--- src/timer16_defs.vh ---
// Register offsets, field positions, reset values and prescale counts
`ifndef TIMER16_DEFS_VH
`define TIMER16_DEFS_VH

`define OFS_CTRL_A    8'h00
`define OFS_CTRL_B    8'h01
`define OFS_CNT_LO    8'h02
`define OFS_CNT_HI    8'h03
`define OFS_CAPT_LO   8'h04
`define OFS_CAPT_HI   8'h05
`define OFS_CMPA_LO   8'h06
`define OFS_CMPA_HI   8'h07
`define OFS_CMPB_LO   8'h08
`define OFS_CMPB_HI   8'h09
`define OFS_FLAGS     8'h0a

`define CTRL_RESET    8'h00
`define WORD_RESET    16'h0000
`define CTRL_A_RW     8'hf3
`define CTRL_B_RW     8'hdf

`define BIT_FILTER_EN 7
`define BIT_EDGE_SEL  6
`define BIT_CAPT_FLAG 5
`define BIT_CMPA_FLAG 4
`define BIT_CMPB_FLAG 3
`define BIT_OVF_FLAG  2

`define TOP_MAX       16'hffff
`define TOP_8BIT      16'h00ff
`define TOP_9BIT      16'h01ff
`define TOP_10BIT     16'h03ff

`define PS_MASK_8     10'h007
`define PS_MASK_64    10'h03f
`define PS_MASK_256   10'h0ff
`define PS_MASK_1024  10'h3ff

`define FILTER_SAMPLES 4

`endif

--- src/timer16_mode_clock_compare.v ---
// 16-bit timer core: modes, clock select, capture, counter and compare
// Behaviour
// RULE1: Mode selector from four control bits
// RULE2: Normal mode counts to 0xFFFF, immediate
// RULE3: Phase correct modes, update TOP, overflow BOTTOM
// RULE4: Clear-on-match modes, immediate, overflow MAX
// RULE5: Fast PWM modes, update and overflow TOP
// RULE6: Phase-frequency modes, update and overflow BOTTOM
// RULE7: Filter needs four equal capture samples
// RULE8: Edge select picks falling or rising
// RULE9: Capture copies counter, sets capture flag
// RULE10: No pin capture when capture is TOP
// RULE11: Reserved control bit written zero, reads zero
// RULE12: Clock select stops or divides clock
// RULE13: Selects 6 and 7 use pin edges
// RULE14: Pin counts even when driven as output
// RULE15: Counter byte access through shared temp
// RULE16: Counter write blocks next compare match
// RULE17: Compare A and B checked continuously
// RULE18: Compare writes update both bytes together
// RULE19: Match flag sets one tick later
// RULE20: Capture flag set at TOP instead
// RULE21: Reserved mode falls back to normal
`timescale 1ns/1ps
module timer16_mode_clock_compare
(
  input  wire       clk,
  input  wire       rst,
  input  wire [7:0] addr,
  input  wire [7:0] wr_data,
  input  wire       wr_en,
  input  wire       rd_en,
  input  wire       capture_input_pin,
  input  wire       ext_count_pin,
  output reg  [7:0] rd_data_q,
  output reg        compare_a_match_q,
  output reg        compare_b_match_q
);
`include "timer16_defs.vh"

  localparam K_NORM = 2'h0;
  localparam K_CTC  = 2'h1;
  localparam K_FAST = 2'h2;
  localparam K_PC   = 2'h3;

  reg  [7:0]  timer_control_a_q;
  reg  [7:0]  timer_control_b_q;
  reg  [15:0] counter_value_q;
  reg  [15:0] counter_value_d;
  reg  [15:0] capture_value_q;
  reg  [15:0] compare_a_buf_q;
  reg  [15:0] compare_b_buf_q;
  reg  [15:0] compare_a_value_q;
  reg  [15:0] compare_b_value_q;
  reg  [7:0]  temp_q;
  reg         count_up_q;
  reg         count_up_d;
  reg         block_q;
  reg         capt_prev_q;
  reg         capture_flag_q;
  reg         compare_a_flag_q;
  reg         compare_b_flag_q;
  reg         overflow_flag_q;
  reg  [7:0]  rd_mux;

  reg  [1:0]  kind;
  reg  [15:0] top;
  reg         capt_is_top;
  reg         upd_at_bottom;
  reg         immediate;

  wire        tick;
  wire        capt_level;
  wire [15:0] wide_wr = {temp_q, wr_data};

  ////////////////////////////////////////////////////////////////////////////
  // Clock source and capture filter

  clock_source_tick u_tick
  (
    .clk              (clk),
    .rst              (rst),
    .clock_source_sel (timer_control_b_q[2:0]),
    .ext_count_pin    (ext_count_pin),
    .tick_q           (tick)
  );

  capture_filter #(.SAMPLES(`FILTER_SAMPLES)) u_filter
  (
    .clk       (clk),
    .rst       (rst),
    .filter_en (timer_control_b_q[`BIT_FILTER_EN]),
    .pin_in    (capture_input_pin),
    .level_q   (capt_level)
  );

  ////////////////////////////////////////////////////////////////////////////
  // Mode decode

  // RULE1: combine mode bits
  wire [3:0] waveform_mode_sel = {timer_control_b_q[4:3], timer_control_a_q[1:0]};

  always @*
  begin
    kind          = K_NORM;
    top           = `TOP_MAX;
    capt_is_top   = 1'b0;
    upd_at_bottom = 1'b0;
    case (waveform_mode_sel)
      // RULE3: phase correct tops
      4'h1:
      begin
        kind = K_PC;
        top  = `TOP_8BIT;
      end
      4'h2:
      begin
        kind = K_PC;
        top  = `TOP_9BIT;
      end
      4'h3:
      begin
        kind = K_PC;
        top  = `TOP_10BIT;
      end
      // RULE4: clear-on-match tops
      4'h4:
      begin
        kind = K_CTC;
        top  = compare_a_value_q;
      end
      4'hc:
      begin
        kind        = K_CTC;
        top         = capture_value_q;
        capt_is_top = 1'b1;
      end
      // RULE5: fast PWM tops
      4'h5:
      begin
        kind = K_FAST;
        top  = `TOP_8BIT;
      end
      4'h6:
      begin
        kind = K_FAST;
        top  = `TOP_9BIT;
      end
      4'h7:
      begin
        kind = K_FAST;
        top  = `TOP_10BIT;
      end
      4'he:
      begin
        kind        = K_FAST;
        top         = capture_value_q;
        capt_is_top = 1'b1;
      end
      4'hf:
      begin
        kind = K_FAST;
        top  = compare_a_value_q;
      end
      // RULE6: phase-frequency tops (8, 9); 10 and 11 are phase correct
      4'h8:
      begin
        kind          = K_PC;
        top           = capture_value_q;
        capt_is_top   = 1'b1;
        upd_at_bottom = 1'b1;
      end
      4'h9:
      begin
        kind          = K_PC;
        top           = compare_a_value_q;
        upd_at_bottom = 1'b1;
      end
      4'ha:
      begin
        kind        = K_PC;
        top         = capture_value_q;
        capt_is_top = 1'b1;
      end
      4'hb:
      begin
        kind = K_PC;
        top  = compare_a_value_q;
      end
      // RULE2: normal counting
      // RULE21: reserved mode as normal
      default:
      begin
        kind = K_NORM;
        top  = `TOP_MAX;
      end
    endcase
    immediate = (kind == K_NORM) || (kind == K_CTC);
  end

  ////////////////////////////////////////////////////////////////////////////
  // Count sequence and events

  wire at_top    = counter_value_q == top;
  wire at_max    = counter_value_q == `TOP_MAX;
  wire at_bottom = counter_value_q == `WORD_RESET;
  wire pc_bottom = (kind == K_PC) && !count_up_q && at_bottom;

  always @*
  begin
    counter_value_d = counter_value_q + 16'h0001;
    count_up_d      = 1'b1;
    case (kind)
      K_CTC:
        if (at_top)
          counter_value_d = `WORD_RESET;
      K_FAST:
        if (counter_value_q >= top)
          counter_value_d = `WORD_RESET;
      K_PC:
      begin
        count_up_d = count_up_q;
        if (count_up_q && counter_value_q >= top)
        begin
          count_up_d      = 1'b0;
          counter_value_d = counter_value_q - 16'h0001;
        end
        else if (!count_up_q && at_bottom)
          count_up_d = 1'b1;
        else if (!count_up_q)
          counter_value_d = counter_value_q - 16'h0001;
      end
      default:
        count_up_d = 1'b1;
    endcase
  end

  // Overflow point per mode
  wire ovf_event = tick && (((kind == K_NORM || kind == K_CTC) && at_max) ||
                            (kind == K_FAST && at_top) || pc_bottom);
  // Buffer update point per mode
  wire upd_event = tick && !immediate && (upd_at_bottom ? pc_bottom : at_top);

  // RULE17: continuous comparison
  // RULE16: blocked after counter write
  wire match_a = tick && !block_q && (counter_value_q == compare_a_value_q);
  wire match_b = tick && !block_q && (counter_value_q == compare_b_value_q);

  // RULE8: edge select
  // RULE10: pin ignored when capture is TOP
  wire capt_edge = !capt_is_top && (timer_control_b_q[`BIT_EDGE_SEL] ?
                   (capt_level && !capt_prev_q) : (!capt_level && capt_prev_q));
  // RULE20: capture flag at TOP
  wire capt_event = capt_edge || (capt_is_top && tick && at_top);

  wire wr_cnt  = wr_en && (addr == `OFS_CNT_LO);
  wire wr_capt = wr_en && (addr == `OFS_CAPT_LO);
  wire wr_cmpa = wr_en && (addr == `OFS_CMPA_LO);
  wire wr_cmpb = wr_en && (addr == `OFS_CMPB_LO);
  wire wr_flag = wr_en && (addr == `OFS_FLAGS);

  ////////////////////////////////////////////////////////////////////////////
  // Registers

  always @(posedge clk)
  begin
    if (rst)
    begin
      timer_control_a_q <= `CTRL_RESET;
      timer_control_b_q <= `CTRL_RESET;
      counter_value_q   <= `WORD_RESET;
      capture_value_q   <= `WORD_RESET;
      compare_a_buf_q   <= `WORD_RESET;
      compare_b_buf_q   <= `WORD_RESET;
      compare_a_value_q <= `WORD_RESET;
      compare_b_value_q <= `WORD_RESET;
      temp_q            <= 8'h00;
      count_up_q        <= 1'b1;
      block_q           <= 1'b0;
      capt_prev_q       <= 1'b0;
      compare_a_match_q <= 1'b0;
      compare_b_match_q <= 1'b0;
    end
    else
    begin
      capt_prev_q       <= capt_level;
      compare_a_match_q <= match_a;
      compare_b_match_q <= match_b;
      if (wr_en && addr == `OFS_CTRL_A)
        timer_control_a_q <= wr_data & `CTRL_A_RW;
      // RULE11: reserved bit kept zero
      if (wr_en && addr == `OFS_CTRL_B)
        timer_control_b_q <= wr_data & `CTRL_B_RW;
      // RULE15: shared high byte temp
      if (wr_en && (addr == `OFS_CNT_HI || addr == `OFS_CAPT_HI ||
                    addr == `OFS_CMPA_HI || addr == `OFS_CMPB_HI))
        temp_q <= wr_data;
      else if (rd_en && addr == `OFS_CNT_LO)
        temp_q <= counter_value_q[15:8];
      else if (rd_en && addr == `OFS_CAPT_LO)
        temp_q <= capture_value_q[15:8];
      // RULE15: atomic counter write
      if (wr_cnt)
      begin
        counter_value_q <= wide_wr;
        block_q         <= 1'b1;
      end
      else if (tick)
      begin
        counter_value_q <= counter_value_d;
        count_up_q      <= count_up_d;
        block_q         <= 1'b0;
      end
      // RULE9: copy counter on capture
      if (wr_capt)
        capture_value_q <= wide_wr;
      else if (capt_edge)
        capture_value_q <= counter_value_q;
      // RULE18: both bytes at once
      if (wr_cmpa)
        compare_a_buf_q <= wide_wr;
      if (wr_cmpb)
        compare_b_buf_q <= wide_wr;
      // RULE2: immediate or buffered update
      if (immediate && wr_cmpa)
        compare_a_value_q <= wide_wr;
      else if (immediate)
        compare_a_value_q <= compare_a_buf_q;
      else if (upd_event)
        compare_a_value_q <= compare_a_buf_q;
      if (immediate && wr_cmpb)
        compare_b_value_q <= wide_wr;
      else if (immediate)
        compare_b_value_q <= compare_b_buf_q;
      else if (upd_event)
        compare_b_value_q <= compare_b_buf_q;
    end
  end

  ////////////////////////////////////////////////////////////////////////////
  // Status flags, set wins over clear

  always @(posedge clk)
  begin
    if (rst)
    begin
      capture_flag_q   <= 1'b0;
      compare_a_flag_q <= 1'b0;
      compare_b_flag_q <= 1'b0;
      overflow_flag_q  <= 1'b0;
    end
    else
    begin
      // RULE9: capture flag
      capture_flag_q   <= capt_event |
                          (capture_flag_q & ~(wr_flag & wr_data[`BIT_CAPT_FLAG]));
      // RULE19: flag one tick after equality
      compare_a_flag_q <= match_a |
                          (compare_a_flag_q & ~(wr_flag & wr_data[`BIT_CMPA_FLAG]));
      compare_b_flag_q <= match_b |
                          (compare_b_flag_q & ~(wr_flag & wr_data[`BIT_CMPB_FLAG]));
      // RULE3: overflow per mode
      overflow_flag_q  <= ovf_event |
                          (overflow_flag_q & ~(wr_flag & wr_data[`BIT_OVF_FLAG]));
    end
  end

  ////////////////////////////////////////////////////////////////////////////
  // Read path, data one cycle after strobe

  always @*
  begin
    case (addr)
      `OFS_CTRL_A:  rd_mux = timer_control_a_q;
      `OFS_CTRL_B:  rd_mux = timer_control_b_q;
      `OFS_CNT_LO:  rd_mux = counter_value_q[7:0];
      `OFS_CAPT_LO: rd_mux = capture_value_q[7:0];
      `OFS_CMPA_LO: rd_mux = compare_a_buf_q[7:0];
      `OFS_CMPA_HI: rd_mux = compare_a_buf_q[15:8];
      `OFS_CMPB_LO: rd_mux = compare_b_buf_q[7:0];
      `OFS_CMPB_HI: rd_mux = compare_b_buf_q[15:8];
      `OFS_CNT_HI:  rd_mux = temp_q;
      `OFS_CAPT_HI: rd_mux = temp_q;
      `OFS_FLAGS:   rd_mux = {2'h0, capture_flag_q, compare_a_flag_q,
                              compare_b_flag_q, overflow_flag_q, 2'h0};
      default:      rd_mux = 8'h00;
    endcase
  end

  always @(posedge clk)
  begin
    if (rst)
      rd_data_q <= 8'h00;
    else if (rd_en)
      rd_data_q <= rd_mux;
    else
      rd_data_q <= 8'h00;
  end

endmodule

--- src/clock_source_tick.v ---
// Clock source selection and prescaler tick generation
`timescale 1ns/1ps
module clock_source_tick
(
  input  wire       clk,
  input  wire       rst,
  input  wire [2:0] clock_source_sel,
  input  wire       ext_count_pin,
  output reg        tick_q
);
`include "timer16_defs.vh"

  reg  [9:0] presc_q;
  reg        ext_prev_q;
  reg        tick_d;

  always @(posedge clk)
  begin
    if (rst)
    begin
      presc_q    <= 10'h000;
      ext_prev_q <= 1'b0;
      tick_q     <= 1'b0;
    end
    else
    begin
      presc_q    <= presc_q + 10'h001;
      ext_prev_q <= ext_count_pin;
      tick_q     <= tick_d;
    end
  end

  always @*
  begin
    case (clock_source_sel)
      // RULE12: stop and divide
      3'h1: tick_d = 1'b1;
      3'h2: tick_d = (presc_q & `PS_MASK_8) == `PS_MASK_8;
      3'h3: tick_d = (presc_q & `PS_MASK_64) == `PS_MASK_64;
      3'h4: tick_d = (presc_q & `PS_MASK_256) == `PS_MASK_256;
      3'h5: tick_d = (presc_q & `PS_MASK_1024) == `PS_MASK_1024;
      // RULE13: external pin edges
      // RULE14: pin sampled regardless of direction
      3'h6: tick_d = ext_prev_q & ~ext_count_pin;
      3'h7: tick_d = ~ext_prev_q & ext_count_pin;
      default: tick_d = 1'b0;
    endcase
  end

endmodule

--- src/capture_filter.v ---
// Capture input noise filter
`timescale 1ns/1ps
module capture_filter
#(
  parameter SAMPLES = 4
)
(
  input  wire clk,
  input  wire rst,
  input  wire filter_en,
  input  wire pin_in,
  output reg  level_q
);

  reg [SAMPLES-1:0] hist_q;

  always @(posedge clk)
  begin
    if (rst)
    begin
      hist_q  <= {SAMPLES{1'b0}};
      level_q <= 1'b0;
    end
    else
    begin
      hist_q <= {hist_q[SAMPLES-2:0], pin_in};
      // RULE7: four equal samples
      if (!filter_en)
        level_q <= pin_in;
      else if (&hist_q)
        level_q <= 1'b1;
      else if (~|hist_q)
        level_q <= 1'b0;
    end
  end

endmodule

--- config.mk ---
export PLATFORM = sky130hd
export DESIGN_NAME = timer16_mode_clock_compare
export DESIGN_NICKNAME = d
export VERILOG_FILES = /design/src/timer16_mode_clock_compare.v /design/src/clock_source_tick.v /design/src/capture_filter.v
export VERILOG_INCLUDE_DIRS = /design/src /design/src/src
export SDC_FILE = /design/constraint.sdc
export NUM_CORES = 1
export LEC_CHECK = 0
export BUFFER_PORTS_ARGS = -buffer_cell sky130_fd_sc_hd__buf_2
export CELL_PAD_IN_SITES_DETAIL_PLACEMENT = 1
export CELL_PAD_IN_SITES_GLOBAL_PLACEMENT = 2
export CORE_MARGIN = 2
export CORE_UTILIZATION = 35
export DETAILED_ROUTE_END_ITERATION = 10
export GPL_ROUTABILITY_DRIVEN = 0
export PLACE_DENSITY = 0.85
export SLEW_MARGIN = 0
export SYNTH_ARGS = -nofsm -noshare
export SYNTH_HDL_FRONTEND = slang
export SYNTH_SLANG_ARGS = --single-unit
--- constraint.sdc ---
create_clock -name clk -period 4 [get_ports clk]
set_input_delay 0.6 -clock clk [delete_from_list [all_inputs] [get_ports clk]]
set_output_delay 0.6 -clock clk [all_outputs]
set_load 0.05 [all_outputs]
======== Word level (Yosys, flattened, before mapping) ========
Index checks and enable logic that the tools add are counted.
storage, ports and cells
  register bits after elaboration ......... 151
  input bits .............................. 22
cells by class
  multiplexer cells ....................... 35
  reductions and logical operators ........ 64
  bitwise gates (word level) .............. 22
  $add $sub $neg .......................... 3
  $lt $le $gt $ge ......................... 1
  equality and inequality tests ........... 44
operators with widths
  operator                                                               count
  16-bit two-way mux                                                     15
  16-bit one-hot mux with 5 select lines                                 1
  8-bit one-hot mux with 10 select lines                                 1
  16-bit equality test                                                   3
  16-bit one-hot mux with 3 select lines                                 1
  8-bit by 3-bit equality test with 1-bit output, second input constant  4
  1-bit logical AND                                                      29
  4-bit equality test, second input constant                             7
  8-bit by 4-bit equality test with 1-bit output, second input constant  3
  8-bit two-way mux                                                      3
  16-bit by 1-bit adder with 16-bit output, second input constant        1
  16-bit equality test, second input constant                            1
  4-bit by 3-bit equality test with 1-bit output, second input constant  4
  8-bit by 2-bit equality test with 1-bit output, second input constant  2
  16-bit >= comparator                                                   1
  16-bit zero test                                                       1
  16-bit by 1-bit subtractor with 16-bit output, second input constant   1
  3-bit equality test, second input constant                             5
  2-bit OR reduction                                                     7
  1-bit two-way mux                                                      12
  4-bit OR reduction                                                     3
  10-bit by 1-bit adder with 10-bit output, second input constant        1
  1-bit bitwise AND                                                      10
  10-bit equality test, second input constant                            1
  other kinds (25)                                                       52

======== Depth between registers and ports, before layout ========
  depth in word-level cells ............... 11
  mapped depth ............................ 16

======== Hierarchy ========
From an unflattened synthesis, not the netlist that was laid out.
unflattened totals
  cell total of the unflattened synthesis .. 1065
  area, all modules ....................... 8687.1 sq um
modules (own cells, without submodules)
  module                      area each (sq um)  times used  cells an instance
  timer16_mode_clock_compare  8003.9             1           996
  clock_source_tick           524.3              1           55
  capture_filter              158.9              1           14

======== Least setup slack after synthesis ========
No wires, ideal clock.
  path kind ............................... register to register
  start point ............................. register timer_control_b_q[4]
  end point ............................... register counter_value_q[3]
  slack ................................... 294 ps
  library setup time ...................... 116 ps
  cell stages (with the launch flop) ...... 14
  data required time ...................... 3884 ps
  period minus slack after synthesis ...... 3706 ps
  arrival ................................. 3590 ps
  cells stage by stage .................... dfxtp_1 clkbuf_1 nor2b_1 clkbuf_1 clkbuf_1 a211oi_1 ha_1 nand4_1 nor4_2 a211oi_1 o211ai_2 a21oi_1 or4_1 and4_1
between the ends
  cells in the longest elaborated chain, start to end .. 9
  elaborated cells between the ends (all ways) .. 36
  classes of those cells .................. order compare: 1; eq/ne: 18; mux: 8; reduce/logical: 9
ends and longest elaborated chain
  item                                                                RTL line                                                            RTL
  start: declaration                                                  timer16_mode_clock_compare.v:47                                     reg [7:0] timer_control_b_q;
  start signal: assignment                                            timer16_mode_clock_compare.v:270                                    timer_control_b_q <= `CTRL_RESET;
  start signal: assignment                                            timer16_mode_clock_compare.v:293                                    timer_control_b_q <= wr_data & `CTRL_B_RW;
  4-bit equality test (tied with other cells)                         timer16_mode_clock_compare.v:109                                    case (waveform_mode_sel)
  4-bit OR reduction (no line) or 2-bit OR reduction (tied branches)  n/a
  16-bit one-hot mux with 5 select lines                              timer16_mode_clock_compare.v:109
  16-bit >= comparator                                                timer16_mode_clock_compare.v:218, timer16_mode_clock_compare.v:223
  1-bit logical AND                                                   timer16_mode_clock_compare.v:223                                    if (count_up_q && counter_value_q >= top)
  16-bit two-way mux                                                  timer16_mode_clock_compare.v:223
  16-bit one-hot mux with 3 select lines (*)                          timer16_mode_clock_compare.v:213                                    case (kind)
  16-bit two-way mux (*)                                              timer16_mode_clock_compare.v:308                                    else if (tick)
  16-bit two-way mux (*)                                              timer16_mode_clock_compare.v:303                                    if (wr_cnt)
  end signal: assignment                                              timer16_mode_clock_compare.v:271                                    counter_value_q <= `WORD_RESET;
  end signal: assignment                                              timer16_mode_clock_compare.v:305                                    counter_value_q <= wide_wr;
  end signal: assignment                                              timer16_mode_clock_compare.v:310                                    counter_value_q <= counter_value_d;
  end: declaration                                                    timer16_mode_clock_compare.v:48                                     reg [15:0] counter_value_q;
Mark *: on every way between the ends. The rest lies on a longest branch, timed or not. The select of a mux whose other input is x is not followed.
A chain may end at the register's enable or synchronous reset.

======== Final worst setup path ========
  start point ............................. register timer_control_b_q[4]
  end point ............................... register counter_value_q[10]
The elaborated chain is that of the path after synthesis.

==> reports/metrics.yaml <==
worst_slew_pin_slew_ns: 1.13
cts_setup_buffers: 0
post_route_cell_area_mm2: 0.0100
grt_antenna_before_repair: 0
synth_cell_type_count: 72
area_growth_syn_to_layout_pct: 12.0
cts-resized-gates: 0
ctsHtreeMaxLevel: 4
maxSlewHeadroom: 0.248
postSynthAreaPerCell_um2: 7.81
wl_um: 36600
instances_no_fill: 1478
max_cap_violations: 0
grt_setup_unrepaired: "false"
die_y_um: 164
crit_arrival_ns: 4.07
viasPerCell: 6.12
syn_inst: 1144
rows: 58
root_buffer: "clkbuf_16"
antenna_cells_inserted: 0
grt-ovfl-total: 0
grt_util_all_layers: 0.275
wire_per_inst_um: 24.7
run_status: "finished, final reports clean"
timing.setup.critical_path_class: "reg -> reg"
place_hpwl_um: 25500
post-route-min-period_ns: 3.67
max_freq_mhz: 272
report.final.hold_viol_count: 0
detail_route.drc_violations: 0
ffs_latches_synth: 151
synth_largest_area_cell: "dfxtp_1"
setup_tns_ns: 0
syn-cell-area_mm2: 0.00894
layout_worst_path_cycle_share: 0.919
die_width_um: 164
report.power.total_mw: 3.36
fp.dieArea_mm2: 0.0268
ys_top_cells_by_area: "dfxtp_1 (34%), nand2_1 (6.7%), nor2_1 (5.1%)"
grt_pass1_vias: 8920
count_of_hold_buffers_inserted_by_post_cts_repair: 0
portBuffers: 31
post_route_cells_drive_above_1_share: 0.126
max_slew_violations: 0
tritoncts: "built"
placement.cell_area_mm2: 0.00937
cts_inserted_buffers: 17
synth_edf_count: 0
synth_flop_cell: "dfxtp_1"
detailedRoute.firstIterationViolations: 971
grt_first_pass_wirelength_um: 55300
via_count: 9044
post-synth-top-area-fraction: 0.338
critPathMaxFanout: 30
ys_seq_area_frac: 0.338
finalSetupViolations: 0
postRouteAntennaNets: 0
clock-sinks: 151
vdd.ir_drop.worst_mv: 0.276
min_path_type: "in -> reg"
clock-skew-final_ns: 0.0118
design.final.nets: 1177
clock_tree.buffer_depth: 2
drt_pass1_iterations: 5
worst_setup_path_start_kind: "flip-flop"
hold_ws_ns: 0.393
clock_latency_of_the_later_clocked_register_in_the_worst_skew_pair_ns: 0.44
numPlacedInstances: 1446
power_density_mw_per_mm2: 336
postSynthNetCount: 1186
synth-warning-count: 0
core_area_mm2: 0.0251
synth_async_sr_flop_share: 0
grt_start_max_net_pins: 99
crit_path_end_kind: "flip-flop"
critical_path_required_ns: 4.39
worst_setup_hold_path_clk_slew_ns: 0.08
power.static_leakage_nw: 3.86
io_pins: 32
starting_density_of_the_core: 0.356
==> sequential cells by signal, indices dropped and copies added, names as in the netlist, 7 cells and up <==
register,flops
counter_value_q,16
u_tick.presc_q,10
compare_a_buf_q,16
compare_b_buf_q,16
compare_b_value_q,16
compare_a_value_q,16
timer_control_b_q,7
rd_data_q,8
capture_value_q,16
temp_q,8
==> cell usage after synthesis (4+ instances only) <==
cell type,instances
nor2_1,122
nand3_1,55
buf_4,10
nor3b_1,7
ha_1,20
a22oi_1,18
xor2_1,37
buf_1,8
a211oi_1,59
o211ai_1,8
a21oi_1,82
buf_6,4
dfxtp_1,151
buf_2,21
and3_1,16
inv_1,11
o21ai_0,25
a31oi_1,14
xnor2_1,6
or3_1,10
a311oi_1,24
mux2i_1,36
or2_2,5
a222oi_1,8
o31ai_1,4
a311o_1,4
o311ai_0,4
nand2_1,160
clkbuf_1,60
nor2b_1,19
and2_1,5
nor4_1,14
o22ai_1,12
nand2b_1,8
nor3_1,24
nand4_1,12
==> report_power, final <==
part           internal [mW]  total (mW)  switching (mW)
Sequential              1.51        1.53          0.0186
Combinational         0.0497       0.181           0.131
Clock                  0.842        1.65           0.805
Total                   2.40        3.36           0.954
==> cell usage in the layout (no fill, tap or decap), types with 5 or more instances in the layout <==
| cell | instances |
|---|---|
| nand4_1 | 12 |
| and3_1 | 16 |
| nor2_1 | 121 |
| xnor2_1 | 6 |
| nor3b_1 | 7 |
| a31oi_1 | 14 |
| o21ai_0 | 25 |
| a222oi_1 | 8 |
| clkbuf_16 | 17 |
| or3_1 | 10 |
| nor2b_1 | 18 |
| ha_1 | 20 |
| buf_2 | 30 |
| mux2i_1 | 36 |
| o22ai_1 | 12 |
| nand2_1 | 159 |
| nor3_1 | 24 |
| clkinv_8 | 6 |
| a211oi_1 | 58 |
| buf_4 | 47 |
| inv_1 | 11 |
| nand2b_1 | 8 |
| a311oi_1 | 24 |
| a21oi_1 | 82 |
| nor4_1 | 13 |
| and2_1 | 5 |
| or2_2 | 5 |
| dfxtp_1 | 151 |
| o211ai_1 | 8 |
| xor2_1 | 37 |
| nand3_1 | 55 |
| a22oi_1 | 18 |
==> cell families after synthesis <==
| group | Yosys count | share of synthesized area |
|---|---|---|
| and+or+nand+nor | 479 | 0.259 |
| AOI/OAI and AO/OA | 294 | 0.225 |
| muxes | 39 | 0.0441 |
| buffers and inverters | 118 | 0.0634 |
| adders and majority gates | 20 | 0.0280 |
| DFF | 151 | 0.338 |
| xor gates and xnor gates | 43 | 0.0421 |
==> stage by stage <==
stage,setup slack [ns],utilization
floorplan,0.294,-
finish,0.325,0.398
detailed placement,0.130,0.373
global route,0.0476,0.398
CTS,0.122,0.397
global placement,0.342,0.373
==> worst max-delay path: stages, from the launching register on <==
cell and delay, ns:
dfxtp_1 0.51, nor2b_2 0.20, buf_4 0.30, nor3b_1 0.10, a211oi_1 0.31, ha_1 0.31
nand4_1 0.20, nor2_1 0.07, o22ai_1 0.41, o211ai_1 0.19, buf_4 0.21, a2111oi_0 0.58
a32oi_1 0.11, nand2_1 0.10
==> path summary, 6_finish.rpt <==
| path | start | end | slack, ns | depth (start not counted) |
|---|---|---|---|---|
| min | capture_input_pin | u_filter.hist_q[0] | 0.39 | 2 |
| max reg2reg | timer_control_b_q[4] | counter_value_q[10] | 0.33 | 13 |
| max | timer_control_b_q[4] | counter_value_q[10] | 0.33 | 13 |
| min reg2reg | timer_control_a_q[7] | timer_control_a_q[7] | 0.46 | 2 |
==> layout make-up <==
type                       count  area, µm²
inverter                      12       45.0
multi-input combinational    875       5400
clock buffer                  17        425
clock inverter                15        181
fill                        3120      15100
timing repair buffer          78        523
tap                          330        413
sequential                   151       3020
==> routing by layer <==
layer / vias up / wire length, µm / GRT usage
met5: - / 0 / 0
met3: 89 / 3090 / 0.0460
met2: 392 / 16400 / 0.429
met4: 0 / 1310 / 0.111
li1: 4122 / - / -
met1: 4441 / 15700 / 0.378
No activity file was read; power rests on OpenSTA's default activity.
